--- config.mk ---
export PLATFORM = sky130hd
export DESIGN_NAME = scpcd_top
export DESIGN_NICKNAME = d
export VERILOG_FILES = /design/src/scpcd_pkg.sv /design/src/scpcd_top.sv
export SDC_FILE = /design/constraint.sdc
export NUM_CORES = 1
export LEC_CHECK = 0
export BUFFER_PORTS_ARGS = -buffer_cell sky130_fd_sc_hd__buf_4
export CAP_MARGIN = 20
export CORE_MARGIN = 4
export CORE_UTILIZATION = 58
export DETAILED_ROUTE_END_ITERATION = 12
export GPL_ROUTABILITY_DRIVEN = 0
export PLACE_DENSITY = 0.79
export SYNTH_ARGS = -nofsm -noshare
export SYNTH_HDL_FRONTEND = slang
export SYNTH_SLANG_ARGS = --single-unit
--- constraint.sdc ---
create_clock -name mclk -period 4.1 [get_ports mclk]
set_clock_uncertainty 0.1 [all_clocks]
set_input_delay 0.205 -clock mclk [delete_from_list [all_inputs] [get_ports mclk]]
set_output_delay 0.205 -clock mclk [all_outputs]
set_load 0.005 [all_outputs]
--- src/scpcd_pkg.sv ---
// shared constants and types for the serial command port with change detect
package scpcd_pkg;
    // frame layout
    localparam int FRAME_W   = 16;
    localparam int ADDR_W    = 7;
    localparam int DATA_W    = 8;
    localparam int RW_BIT    = 15;
    localparam int NUM_WATCH = 7;
    localparam int NUM_PCFG  = 7;
    localparam int PCFG_IW   = 3;
    localparam int PCFG_FW   = 2;

    // command address codes
    localparam logic [6:0] ADDR_NOOP    = 7'h00;
    localparam logic [6:0] ADDR_CFG     = 7'h04;
    localparam logic [6:0] ADDR_MASK    = 7'h06;
    localparam logic [6:0] ADDR_PCFG_LO = 7'h09;
    localparam logic [6:0] ADDR_PCFG_HI = 7'h0F;

    // configuration register fields
    localparam int CFG_RUN_BIT = 0;
    localparam int CFG_ARM_BIT = 7;

    // reset values: shutdown, nothing watched, every port an input
    localparam logic [7:0] CFG_RST  = 8'h00;
    localparam logic [6:0] MASK_RST = 7'h00;
    localparam logic [7:0] PCFG_RST = 8'hAA;
    localparam logic [1:0] PCFG_BAD = 2'h0;
    localparam logic [7:0] RD_ZERO  = 8'h00;

    // one command frame
    typedef struct packed {
        logic       rd;
        logic [6:0] addr;
        logic [7:0] data;
    } scpcd_frame_t;

    // the three link pins
    typedef struct packed {
        logic sclk;
        logic cs_n;
        logic din;
    } scpcd_link_t;

    // everything sampled from outside the clock domain
    typedef struct packed {
        scpcd_link_t     link;
        logic [6:0]      watch;
    } scpcd_pins_t;
endpackage

--- src/scpcd_top.sv ---
// serial command port slave with one-shot change detection on watched ports
// Operation
// - frame: address byte high, data byte low
// - input bit reappears on output 15.5 clocks later
// - shift data in on rising clock while selected
// - deselected clock edges change nothing
// - select rise latches sixteen bits, then executes
// - only the last sixteen bits count
// - read flag high, data byte discarded
// - read loads addressed register into low byte
// - power-up resets registers, enters shutdown
// - any masked change while armed raises alert high
// - mask bit set watches that port
// - arm write always retakes port snapshot
// - arm write enables detection, lowers alert; a change in that cycle wins
// - mismatch latches alert until cleared
// - only a mask register access or an arm write clears alert
// - alert trip disarms until next arm write
// - clock and data pins ignored outside select low period
// - two-bit port fields, 00 never taken
`timescale 1ns/1ps
module scpcd_top
(
    // clock and reset
    input  wire logic                  mclk,
    input  wire logic                  nrst,
    // serial link pins
    input  wire logic                  sclk,
    input  wire logic                  cs_n,
    input  wire logic                  din,
    output logic                       dout,
    // watched port levels
    input  wire logic [6:0]            watched_ports,
    // status and configuration out
    output logic                       alert_port,
    output logic                       shutdown,
    output logic                       detect_en,
    output logic [6:0]                 watch_mask,
    output logic [6:0][7:0]            port_cfg
);

    // sampled pins, three stages each
    scpcd_pkg::scpcd_pins_t pins_in;
    scpcd_pkg::scpcd_pins_t sy1_ff;
    scpcd_pkg::scpcd_pins_t sy2_ff;
    scpcd_pkg::scpcd_pins_t sy3_ff;
    scpcd_pkg::scpcd_pins_t flt_ff;
    scpcd_pkg::scpcd_pins_t nxt_flt;
    scpcd_pkg::scpcd_pins_t prv_ff;

    // serial engine
    logic [15:0]               sr_ff;
    scpcd_pkg::scpcd_frame_t   latch_ff;
    logic                      exec_ff;
    logic                      dout_ff;
    logic                      sclk_rise;
    logic                      sclk_fall;
    logic                      cs_rise;
    logic                      selected;

    // register file
    logic [7:0]                cfg_ff;
    logic [6:0]                mask_ff;
    logic [6:0][7:0]           pcfg_ff;
    logic [6:0][7:0]           nxt_pcfg;
    logic [6:0]                snap_ff;
    logic                      en_ff;
    logic                      alert_ff;

    // decode of the latched frame
    logic                      is_cfg;
    logic                      is_mask;
    logic                      is_pcfg;
    logic [6:0]                pcfg_off;
    logic [2:0]                pcfg_idx;
    logic [7:0]                rd_data;
    logic                      arm_wr;
    logic                      disarm_wr;
    logic                      mask_acc;
    logic [6:0]                mismatch;
    logic                      change;

    assign pins_in.link.sclk = sclk;
    assign pins_in.link.cs_n = cs_n;
    assign pins_in.link.din  = din;
    assign pins_in.watch     = watched_ports;

    // three-stage sampling of every outside pin
    always_ff @(posedge mclk or negedge nrst)
    begin
        if (!nrst)
        begin
            sy1_ff           <= '0;
            sy1_ff.link.cs_n <= 1'b1;
            sy2_ff           <= '0;
            sy2_ff.link.cs_n <= 1'b1;
            sy3_ff           <= '0;
            sy3_ff.link.cs_n <= 1'b1;
        end
        else
        begin
            sy1_ff <= pins_in;
            sy2_ff <= sy1_ff;
            sy3_ff <= sy2_ff;
        end
    end

    // a pin counts as changed once stages two and three agree
    genvar gi;
    generate
        for (gi = 0; gi < $bits(scpcd_pkg::scpcd_pins_t); gi++)
        begin : g_flt
            assign nxt_flt[gi] = (sy2_ff[gi] == sy3_ff[gi]) ? sy3_ff[gi] : flt_ff[gi];
        end
    endgenerate

    // filtered pins and their previous value; select idles high
    always_ff @(posedge mclk or negedge nrst)
    begin
        if (!nrst)
        begin
            flt_ff           <= '0;
            flt_ff.link.cs_n <= 1'b1;
            prv_ff           <= '0;
            prv_ff.link.cs_n <= 1'b1;
        end
        else
        begin
            flt_ff <= nxt_flt;
            prv_ff <= flt_ff;
        end
    end

    // edges of the link pins; clock edges only inside a select-low period, select rise at its end
    assign selected  = !flt_ff.link.cs_n && !prv_ff.link.cs_n;
    assign sclk_rise = selected && flt_ff.link.sclk && !prv_ff.link.sclk;
    assign sclk_fall = selected && !flt_ff.link.sclk && prv_ff.link.sclk;
    assign cs_rise   = flt_ff.link.cs_n && !prv_ff.link.cs_n;

    // shift register, and read data load one cycle after select rises
    always_ff @(posedge mclk or negedge nrst)
    begin
        if (!nrst)
        begin
            sr_ff <= '0;
        end
        else if (sclk_rise)
        begin
            sr_ff <= {sr_ff[scpcd_pkg::FRAME_W - 2:0], flt_ff.link.din};
        end
        else if (exec_ff && latch_ff.rd)
        begin
            sr_ff[scpcd_pkg::DATA_W - 1:0] <= rd_data;
        end
    end

    // holding latch and execute strobe on select rise
    always_ff @(posedge mclk or negedge nrst)
    begin
        if (!nrst)
        begin
            latch_ff <= '0;
            exec_ff  <= 1'b0;
        end
        else
        begin
            exec_ff <= cs_rise;
            if (cs_rise)
            begin
                latch_ff <= sr_ff;
            end
        end
    end

    // chain output changes on the falling serial clock
    always_ff @(posedge mclk or negedge nrst)
    begin
        if (!nrst)
        begin
            dout_ff <= 1'b0;
        end
        else if (sclk_fall)
        begin
            dout_ff <= sr_ff[scpcd_pkg::FRAME_W - 1];
        end
    end

    // frame decode
    assign is_cfg   = latch_ff.addr == scpcd_pkg::ADDR_CFG;
    assign is_mask  = latch_ff.addr == scpcd_pkg::ADDR_MASK;
    assign is_pcfg  = (latch_ff.addr >= scpcd_pkg::ADDR_PCFG_LO) && (latch_ff.addr <= scpcd_pkg::ADDR_PCFG_HI);
    assign pcfg_off = latch_ff.addr - scpcd_pkg::ADDR_PCFG_LO;
    assign pcfg_idx = pcfg_off[scpcd_pkg::PCFG_IW - 1:0];

    // write strobes and the mask access strobe, which a read also fires; reads never touch the data byte
    assign arm_wr    = exec_ff && !latch_ff.rd && is_cfg && latch_ff.data[scpcd_pkg::CFG_ARM_BIT];
    assign disarm_wr = exec_ff && !latch_ff.rd && is_cfg && !latch_ff.data[scpcd_pkg::CFG_ARM_BIT];
    assign mask_acc  = exec_ff && is_mask;

    // read-back selection
    always_comb
    begin
        rd_data = scpcd_pkg::RD_ZERO;
        if (is_cfg)
        begin
            rd_data = cfg_ff;
        end
        else if (is_mask)
        begin
            rd_data = {1'b0, mask_ff};
        end
        else if (is_pcfg)
        begin
            rd_data = pcfg_ff[pcfg_idx];
        end
    end

    // configuration and mask registers; power-up leaves shutdown set
    always_ff @(posedge mclk or negedge nrst)
    begin
        if (!nrst)
        begin
            cfg_ff  <= scpcd_pkg::CFG_RST;
            mask_ff <= scpcd_pkg::MASK_RST;
        end
        else if (exec_ff && !latch_ff.rd)
        begin
            if (is_cfg)
            begin
                cfg_ff <= latch_ff.data;
            end
            if (is_mask)
            begin
                mask_ff <= latch_ff.data[scpcd_pkg::NUM_WATCH - 1:0];
            end
        end
    end

    // port configuration fields; a 00 field leaves the old setting
    genvar gr;
    genvar gf;
    generate
        for (gr = 0; gr < scpcd_pkg::NUM_PCFG; gr++)
        begin : g_pcfg
            for (gf = 0; gf < scpcd_pkg::DATA_W / scpcd_pkg::PCFG_FW; gf++)
            begin : g_fld
                localparam int FLSB = gf * scpcd_pkg::PCFG_FW;
                logic [scpcd_pkg::PCFG_FW - 1:0] new_fld;
                logic                            wr_fld;
                assign new_fld = latch_ff.data[FLSB +: scpcd_pkg::PCFG_FW];
                assign wr_fld  = exec_ff && !latch_ff.rd && is_pcfg && (pcfg_idx == 3'(gr))
                                 && (new_fld != scpcd_pkg::PCFG_BAD);
                assign nxt_pcfg[gr][FLSB +: scpcd_pkg::PCFG_FW] = wr_fld ? new_fld
                                                                         : pcfg_ff[gr][FLSB +: scpcd_pkg::PCFG_FW];
            end
        end
    endgenerate

    // port configuration registers; every port an input after power-up
    always_ff @(posedge mclk or negedge nrst)
    begin
        if (!nrst)
        begin
            pcfg_ff <= {scpcd_pkg::NUM_PCFG{scpcd_pkg::PCFG_RST}};
        end
        else
        begin
            pcfg_ff <= nxt_pcfg;
        end
    end

    // per-port mismatch against the snapshot, gated by the mask
    generate
        for (gi = 0; gi < scpcd_pkg::NUM_WATCH; gi++)
        begin : g_cmp
            assign mismatch[gi] = mask_ff[gi] && (flt_ff.watch[gi] != snap_ff[gi]);
        end
    endgenerate
    assign change = en_ff && (|mismatch);

    // snapshot taken on every arm write
    always_ff @(posedge mclk or negedge nrst)
    begin
        if (!nrst)
        begin
            snap_ff <= '0;
        end
        else if (arm_wr)
        begin
            snap_ff <= flt_ff.watch;
        end
    end

    // detection enable: a trip in the arm cycle still disarms, matching the alert
    always_ff @(posedge mclk or negedge nrst)
    begin
        if (!nrst)
        begin
            en_ff <= 1'b0;
        end
        else if (change)
        begin
            en_ff <= 1'b0;
        end
        else if (arm_wr)
        begin
            en_ff <= 1'b1;
        end
        else if (disarm_wr)
        begin
            en_ff <= 1'b0;
        end
    end

    // alert latch; a change in the clearing cycle wins
    always_ff @(posedge mclk or negedge nrst)
    begin
        if (!nrst)
        begin
            alert_ff <= 1'b0;
        end
        else if (change)
        begin
            alert_ff <= 1'b1;
        end
        else if (arm_wr || mask_acc)
        begin
            alert_ff <= 1'b0;
        end
    end

    // outputs
    assign dout       = dout_ff;
    assign alert_port = alert_ff;
    assign shutdown   = !cfg_ff[scpcd_pkg::CFG_RUN_BIT];
    assign detect_en  = en_ff;
    assign watch_mask = mask_ff;
    assign port_cfg   = pcfg_ff;

endmodule

==> results of run 1 <==
Yosys cell counts (7+ instances only):
master	count
a21oi_1	12
a221o_1	7
a221oi_1	7
a22o_1	56
a32oi_1	7
and2_1	7
buf_1	16
buf_2	13
buf_6	9
clkbuf_1	16
dfrtp_1	123
dfstp_2	33
maj3_1	10
mux2_1	41
mux2_2	10
nand2_1	21
nand3_1	50
nand4_1	9
nor2_1	11
o31ai_1	7
xor2_1	7
kinds of logic after synthesis:
| group | count (synthesis) | synth area share, % |
|---|---|---|
| AOI/OAI and AO/OA | 111 | 13.3 |
| xor gates and xnor gates | 7 | 0.901 |
| adders and majority gates | 16 | 2.57 |
| buffers and inverters | 58 | 4.43 |
| DFF | 156 | 58.0 |
| muxes | 60 | 11.3 |
| and+or+nand+nor | 120 | 9.45 |
how the worst max path moves through the flow:
stage,start,endpoint,slack (ns)
after floorplan,latch_ff[8]$_DFFE_PN0P_,sr_ff[4]$_DFFE_PN0P_,1.19
after global placement,latch_ff[8]$_DFFE_PN0P_,sr_ff[0]$_DFFE_PN0P_,0.84
after detailed placement,latch_ff[8]$_DFFE_PN0P_,sr_ff[0]$_DFFE_PN0P_,0.73
after CTS,latch_ff[8]$_DFFE_PN0P_,sr_ff[0]$_DFFE_PN0P_,0.72
after global routing,latch_ff[8]$_DFFE_PN0P_,sr_ff[0]$_DFFE_PN0P_,0.50
final,latch_ff[8]$_DFFE_PN0P_,sr_ff[0]$_DFFE_PN0P_,0.69
area by class of cell:
type / instances / area, sq um / share of cell area, %
clock buffers: 26 / 519 / 6.46
flip-flops and latches: 156 / 3950 / 49.1
multi-input cells: 314 / 2570 / 32.0
repair buffers: 94 / 749 / 9.33
clock inverters: 5 / 56.3 / 0.701
well taps: 143 / 179 / 2.23
inverters: 4 / 15.0 / 0.187
worst max-delay path, delay by kind of cell (launching register included):
family	cells	cell delay, ns
buffers and inverters	1	0.22
adders and majority gates	2	1.16
muxes	1	0.62
AOI/OAI and AO/OA	2	0.49
DFF	1	0.67
power breakdown:
group,internal (mW),switching (mW),leakage [nW]
logic,0.0333,0.0547,1.41
registers,1.57,0.0230,1.97
clock network,0.928,0.593,0.282
layer usage:
| layer | vias up | share of wire [%] |
|---|---|---|
| met5 | - | 0 |
| met1 | 2399 | 42 |
| li1 | 2094 | - |
| met2 | 242 | 48 |
| met3 | 37 | 7.8 |
| met4 | 0 | 2.7 |
state kept, by name, summed over array words and instances, names as in the netlist, 2 cells and up:
name	count
port_cfg	56
sr_ff	16
flt_ff	10
sy1_ff	10
sy2_ff	10
sy3_ff	10
cfg_ff	8
g_pcfg.g_fld.new_fld	8
latch_ff	8
snap_ff	7
watch_mask	7
prv_ff	2
stage by stage:
stage	instances	setup WS, ns	hold slack (ns)	util, %	power, mW
final	742	0.688	0.242	70.0	3.20
after global routing	742	0.498	0.258	70.0	3.31
after CTS	741	0.723	0.248	69.9	3.23
after detailed placement	699	0.730	0.144	63.9	1.70
after global placement	699	0.843	0.138	63.9	1.70
after floorplan	528	1.19	-0.191	-	1.65
what timing repair did:
| item | CTS | global route |
|---|---|---|
| hold endpoints to repair | 60 | 0 |
| gates resized for setup | 0 | 0 |
| hold buffers | 11 | 0 |
==> reports/metrics.yaml, run 1 <==
status:
  outcome: "finished, final reports clean"
floorplanning:
  num_rows: 39
  start_util_pct: 59.3
  io_pins: 79
  die_w_um: 116
  core_area_sq_mm: 0.0115
  die_area_sq_mm: 0.0135
  dieHeight_um: 116
global_route:
  grt_max_degree: 72
  top_usage_layer: "met2"
  antenna_found_initial: 0
  use_met2_pct: 38.1
  grt_pass1_wl_mm: 25.3
  overflow: 0
  globalRouteMet1Util_pct: 33.5
  grt_usage_pct: 24.6
  grt_pass1_vias: 4708
  use_met3_pct: 5.75
synth:
  synth_nets: 546
  synth_area_leaders: "dfrtp_1, dfstp_2, a22o_1"
  synth_top_cell_by_area: "dfrtp_1"
  yosysTopAreaCellShare_pct: 45.2
  syn-mean-instance-area_sq_um: 12.9
  syn_area_sq_mm: 0.00681
  yosys_most_used_dff: "dfrtp_1"
  syn_inst: 528
  yosysSeqAreaShare_pct: 58.0
  ys_ff_latch: 156
  synthArstFlopShare_pct: 100
  synth.distinct_cells: 49
  synth_edf_count: 0
  yosysWarningCount: 0
finish:
  drive_gt1_share_pct: 27.5
  final_area_sq_mm: 0.00803
  finalNetCount: 605
  n_fill_cell: 807
  final_cell_mix: "dfrtp_1, buf_4, a22o_1, nand3_1, mux2_1"
  n_antenna_cell: 0
  layout_commonest_cell: "dfrtp_1"
  syn2layout_area_growth_pct: 18.0
cts:
  htreeDepth: 4
  clkTransAtPathRegs_ns: 0.06
  clock_latency_ns: 0.43
  cts_setup_buffers: 0
  clkSinkCount: 156
  cts_tree: "yes"
  cts_made_buffers: 17
  cts_root_buf: "clkbuf_16"
  clock_path_buffers: 2
timing:
  maxSlewViolCount: 0
  period_share_pct: 83.2
  slew_headroom_pct: 36.4
  rsz0062_at_grt: "false"
  hold_violations: 0
  worst_pin_slew_ns: 0.954
  finalSetupViolCount: 0
  fin_setup_tns_ns: 0
  clock.fmax_mhz: 293
  period_needed_ns: 3.41
routing:
  drt-total-wl_mm: 15.6
  viasPerCell: 6.43
  num_vias: 4772
  drc: 0
  dr.first_iter.drc_count: 552
  wire_per_inst_um: 21.0
  dr.pass1.iters: 5
  ant_nets: 0
setup_path:
  r2r_start: "latch_ff[8]$_DFFE_PN0P_"
  slowest_stage: "ha_1"
  critPathMaxStageDelay_ns: 0.91
  critPathCaptureType: "flop"
  cp.required_ns: 4.29
  crit_path_frequent_cell: "ha_1"
  start_kind: "flop"
  r2r-end: "sr_ff[0]$_DFFE_PN0P_"
  worstPathCellList: "inv_2 > ha_1 > ha_1 > mux4_2 > o211ai_1 > a32oi_1"
  ff2ff_setup_slack_ns: 0.69
  r2r_cells: 6
  path_class: "reg2reg"
  worst-endpoint-arrival_ns: 3.60
  critPathMaxFanout: 25
placement:
  place_area_sq_mm: 0.00733
  numPortBuffers: 78
  dp_hpwl_mm: 10.3
pwr:
  p_leak_nw: 3.66
  worst_ir_drop_vdd_v: 0.000405
  power.density_mw_per_mm2: 399
hold_path:
  hold_path_class: "in2async"
run:
  max-cap-violations: 0
Note: power is estimated with default switching activity, not from simulation.
==> run 2, diff against run 1 <==
Clock period 4.1 ns to 3.25 ns, I/O delays scaled along.
==> reports/metrics.yaml, run 2 (synthesis results as in run 1) <==
timing:
  slew_headroom_pct: 26.9  # was 36.4%
  fin_ws_ns: 0.512  # was 0.688 ns
  finalSetupViolCount: 0  # unchanged
  period_needed_ns: 2.74  # was 3.41 ns
  period_share_pct: 84.3  # was 83.2%
  worst_pin_slew_ns: 1.10  # was 0.954 ns
  clock.fmax_mhz: 365  # was 293 MHz
  rsz0062_at_grt: "false"  # unchanged
  fin_setup_tns_ns: 0  # unchanged
  holdWs_ns: 0.216  # was 0.242 ns
  hold_violations: 0  # unchanged
  maxSlewViolCount: 0  # unchanged
cts:
  cts_tree: "yes"  # unchanged
  htreeDepth: 4  # unchanged
  clock_latency_ns: 0.43  # about the same
  cts_root_buf: "clkbuf_16"  # unchanged
  clock_path_buffers: 2  # unchanged
  cts_setup_buffers: 0  # unchanged
  clkSinkCount: 156  # unchanged
  cts_made_buffers: 17  # unchanged
  clkTransAtPathRegs_ns: 0.06  # about the same
floorplanning:
  io_pins: 79  # unchanged
  num_rows: 39  # unchanged
  start_util_pct: 59.3  # unchanged
  core_area_sq_mm: 0.0115  # unchanged
  die_area_sq_mm: 0.0135  # unchanged
  dieHeight_um: 116  # unchanged
  die_w_um: 116  # unchanged
setup_path:
  r2r_cells: 6  # unchanged
  critPathMaxFanout: 63  # was 25
  worst-endpoint-arrival_ns: 2.99  # was 3.60 ns
  start_kind: "flop"  # unchanged
  cp.required_ns: 3.50  # was 4.29 ns
  path_class: "reg2reg"  # unchanged
  critPathCaptureType: "flop"  # unchanged
pwr:
  p_leak_nw: 3.68  # was 3.66 nW
  power.density_mw_per_mm2: 507  # was 399 mW/mm^2
  worst_ir_drop_vdd_v: 0.000442  # was 0.000405 V
global_route:
  overflow: 0  # unchanged
  grt_pass1_vias: 4796  # was 4,708
  grt_pass1_wl_mm: 26.2  # was 25.3 mm
  grt_max_degree: 71  # was 72
  antenna_found_initial: 0  # unchanged
  grt_usage_pct: 25.9  # was 24.6%
finish:
  drive_gt1_share_pct: 27.9  # was 27.5%
  largest_reg_flops: 56  # unchanged
  post-route-util_pct: 70.3  # was 70.0%
  syn2layout_area_growth_pct: 18.4  # was 18.0%
  fin_cells: 746  # was 742
  layout_commonest_cell: "dfrtp_1"  # unchanged
  final_cell_mix: "dfrtp_1, buf_4, a22o_1, nand3_1, mux2_1"  # unchanged
  n_antenna_cell: 0  # unchanged
  finalNetCount: 608  # was 605
routing:
  ant_nets: 0  # unchanged
  wire_per_inst_um: 22.2  # was 21.0 um
  drc: 0  # unchanged
  num_vias: 4907  # was 4,772
  dr.first_iter.drc_count: 578  # was 552
  drt-total-wl_mm: 16.6  # was 15.6 mm
  viasPerCell: 6.58  # was 6.43
  dr.pass1.iters: 6  # was 5
placement:
  numPortBuffers: 78  # unchanged
  dp_cells: 703  # was 699
  dp_slack_ns: 0.586  # was 0.730 ns
  dp_hpwl_mm: 10.9  # was 10.3 mm
hold_path:
  hold_path_class: "in2async"  # unchanged
status:
  outcome: "finished, final reports clean"  # unchanged
run:
  max-cap-violations: 0  # unchanged
==> run 2: cell types whose count changed in the layout (fill, tap and decap cells not counted) <==
| cell | change |
|---|---|
| clkinv_4 | -1 |
| buf_12 | -1 |
| bufinv_16 | +1 |
| clkbuf_1 | +1 |
| clkinv_2 | +1 |
| clkbuf_8 | -1 |
| buf_4 | +4 |
==> run 2: per-layer routing <==
| metal | global-route usage [%] | vias to the layer above | wire (um) |
|---|---|---|---|
| met1 | 34.5 | 2466 | 6680 |
| met4 | 10.7 | 0 | 527 |
| met2 | 40.3 | 282 | 7920 |
| li1 | - | 2117 | - |
| met5 | 0 | - | 0 |
| met3 | 7.31 | 42 | 1460 |
==> run 2: final cells by class <==
type,instances,area [sq um]
clock buffer,26,509
tap,143,179
fill,757,3410
clock inverter,6,82.6
timing repair buffer,97,759
inverter,4,15.0
sequential,156,3950
multi-input combinational,314,2570
==> run 2: where the power goes <==
part,internal [mW],total (mW),switching (mW)
Clock,1.23,1.96,0.733
Sequential,1.98,2.01,0.0284
Combinational,0.0428,0.113,0.0706
Total,3.26,4.09,0.832
==> run 2: what timing repair did <==
| item | in CTS | in global routing |
|---|---|---|
| resized for setup | 0 | 0 |
| endpoints found under the setup margin | 0 | 0 |
| hold endpoints to repair | 62 | 0 |
| hold buffers | 11 | 0 |
==> run 2: path summary, 6_finish.rpt <==
kind,start,end,slack (ns)
worst max-delay path,latch_ff[9]$_DFFE_PN0P_,port_cfg[9]$_DFFE_PN1P_,0.51
worst min-delay path,nrst,port_cfg[44]$_DFFE_PN0P_,0.22
worst max register to register,latch_ff[9]$_DFFE_PN0P_,port_cfg[9]$_DFFE_PN1P_,0.51
worst min register to register,sy1_ff[3]$_DFF_PN0_,sy2_ff[3]$_DFF_PN0_,0.25
max in group asynchronous,nrst,port_cfg[41]$_DFFE_PN1P_,1.92
min in group mclk,sy1_ff[3]$_DFF_PN0_,sy2_ff[3]$_DFF_PN0_,0.25
==> run 2: per-stage QoR <==
| stage | instance area (sq um) | power, mW |
|---|---|---|
| global placement | 7360 | 2.14 |
| detailed placement | 7360 | 2.15 |
| CTS | 8060 | 4.12 |
| finish | 8060 | 4.09 |
| global route | 8060 | 4.22 |
| floorplan | 6810 | 2.08 |
==> run 2: critical path, cell delays in order (launching register included) <==
cell     delay (ns)
dfrtp_1        0.42
inv_1          0.14
ha_1           0.23
or4_1          0.13
and4_2         0.97
and2_1         0.43
a22o_1         0.24
==> run 3, diff against run 2 <==
Clock period 3.25 ns to 2.7 ns, I/O delays scaled along.
==> reports/metrics.yaml, run 3 (synthesis results as in run 1) <==
timing:
  rsz0062_at_grt: "false"  # unchanged
  hold_violations: 0  # unchanged
  worst_pin_slew_ns: 0.767  # was 1.10 ns
  period_share_pct: 91.8  # was 84.3%
  clock.fmax_mhz: 403  # was 365 MHz
  finalSetupViolCount: 0  # unchanged
  slew_headroom_pct: 48.9  # was 26.9%
  period_needed_ns: 2.48  # was 2.74 ns
  maxSlewViolCount: 0  # unchanged
  fin_setup_tns_ns: 0  # unchanged
setup_path:
  worstPathCellList: "inv_1 > ha_1 > or4_1 > and4_2 > and2_1 > a22o_1"  # unchanged
  r2r-end: "port_cfg[14]$_DFFE_PN0P_"  # was port_cfg[9]$_DFFE_PN1P_
  worst-endpoint-arrival_ns: 2.68  # was 2.99 ns
  r2r_start: "latch_ff[9]$_DFFE_PN0P_"  # unchanged
  endpoint: "port_cfg[14]$_DFFE_PN0P_"  # was port_cfg[9]$_DFFE_PN1P_
  ff2ff_setup_slack_ns: 0.22  # was 0.51 ns
  critPathMaxStageDelay_ns: 0.46  # was 0.97 ns
  critPathCaptureType: "flop"  # unchanged
  path_class: "reg2reg"  # unchanged
  critPathLaunch: "latch_ff[9]$_DFFE_PN0P_"  # unchanged
  critPathMaxFanout: 35  # was 63
  cp.required_ns: 2.90  # was 3.50 ns
  start_kind: "flop"  # unchanged
  slowest_stage: "or4_1"  # was and4_2
  r2r_cells: 6  # unchanged
cts:
  cts_made_buffers: 17  # unchanged
  cts_tree: "yes"  # unchanged
  htreeDepth: 4  # unchanged
  clock_latency_ns: 0.44  # was 0.43 ns
  clkTransAtPathRegs_ns: 0.06  # about the same
  cts_root_buf: "clkbuf_16"  # unchanged
  clock_path_buffers: 2  # unchanged
  clkSinkCount: 156  # unchanged
  cts_setup_buffers: 0  # unchanged
  cts_resized: 0  # unchanged
floorplanning:
  die_area_sq_mm: 0.0135  # unchanged
  core_area_sq_mm: 0.0115  # unchanged
  io_pins: 79  # unchanged
  dieHeight_um: 116  # unchanged
  start_util_pct: 59.3  # unchanged
  die_w_um: 116  # unchanged
  num_rows: 39  # unchanged
hold_path:
  hold_path_class: "in2async"  # unchanged
routing:
  drt-total-wl_mm: 16.3  # was 16.6 mm
  ant_nets: 0  # unchanged
  wire_per_inst_um: 21.5  # was 22.2 um
  viasPerCell: 6.46  # was 6.58
  dr.pass1.iters: 5  # was 6
  dr.first_iter.drc_count: 457  # was 578
  num_vias: 4882  # was 4,907
  drc: 0  # unchanged
global_route:
  overflow: 0  # unchanged
  grt_max_degree: 84  # was 71
  grt_pass1_vias: 4875  # was 4,796
  grt_pass1_wl_mm: 26.1  # was 26.2 mm
  antenna_found_initial: 0  # unchanged
  grt_usage_pct: 25.6  # was 25.9%
placement:
  numPortBuffers: 78  # unchanged
  place_area_sq_mm: 0.00746  # was 0.00736 sq mm
  dp_hpwl_mm: 10.9  # about the same
run:
  max-cap-violations: 0  # unchanged
finish:
  drive_gt1_share_pct: 29.0  # was 27.9%
  final_area_sq_mm: 0.00815  # was 0.00806 sq mm
  finalNetCount: 618  # was 608
  n_fill_cell: 779  # was 757
  syn2layout_area_growth_pct: 19.8  # was 18.4%
  largest_reg_flops: 56  # unchanged
  final_cell_mix: "dfrtp_1, buf_4, a22o_1, nand3_1, mux2_1"  # unchanged
  n_antenna_cell: 0  # unchanged
  layout_commonest_cell: "dfrtp_1"  # unchanged
pwr:
  power.density_mw_per_mm2: 598  # was 507 mW/mm^2
  worst_ir_drop_vdd_v: 0.000479  # was 0.000442 V
  p_leak_nw: 3.75  # was 3.68 nW
status:
  outcome: "finished, final reports clean"  # unchanged
[run 3: critical path: cells and delay by family (launching register included)]
kind	cells	cell delay, ns
compound gates	1	0.27
fa+ha+maj	1	0.22
buf+inv	1	0.11
simple gates	3	1.24
flops	1	0.41
[run 3: through the flow]
step / utilization (%) / power (mW) / hold WS [ns] / instances / worst slack, ns
after floorplan: - / 2.50 / -0.261 / 528 / 0.0440
after global placement: 65.0 / 2.58 / 0.123 / 713 / 0.322
after detailed placement: 65.0 / 2.59 / 0.137 / 713 / 0.227
after CTS: 71.1 / 4.92 / 0.246 / 756 / 0.214
after global routing: 71.1 / 5.04 / 0.251 / 756 / 0.112
final: 71.1 / 4.87 / 0.250 / 756 / 0.220
[run 3: final cells by class]
cell class | instances | area (sq um) | area share [%]
repair buffers | 107 | 860 | 10.5
clock buffers | 25 | 495 | 6.08
clock inverters | 7 | 88.8 | 1.09
well taps | 143 | 179 | 2.19
multi-input cells | 314 | 2570 | 31.5
flip-flops and latches | 156 | 3950 | 48.4
inverters | 4 | 15.0 | 0.184
[run 3: worst min-delay path by stage]
stage,cells after the start,startpoint,end,slack (ns)
2_1_floorplan,0,nrst,alert_port$_DFFE_PN0P_,-0.26
3_3_place_gp,1,nrst,port_cfg[46]$_DFFE_PN0P_,0.12
3_5_place_dp,1,nrst,port_cfg[46]$_DFFE_PN0P_,0.14
4_1_cts,2,din,sy1_ff[7]$_DFF_PN0_,0.25
5_1_grt,2,watched_ports[0],sy1_ff[0]$_DFF_PN0_,0.25
6_report,2,nrst,port_cfg[36]$_DFFE_PN0P_,0.25
[run 3: metal layers]
layer | track usage (%) | share of wire, % | vias to the layer above
met1 | 33.0 | 40 | 2429
li1 | - | - | 2124
met5 | 0 | 0 | -
met4 | 12.0 | 3.4 | 0
met2 | 40.4 | 48 | 282
met3 | 7.41 | 8.6 | 47
[run 3: report_power, final]
group | switching (mW) | leakage (nW) | internal (mW)
combinational | 0.0844 | 1.48 | 0.0544
sequential | 0.0346 | 1.97 | 2.39
clock | 0.861 | 0.291 | 1.45
[run 3: timing repair]
action	in CTS	in global routing
setup endpoints to repair	0	0
endpoints found under the hold margin	58	0
hold buffers	11	0
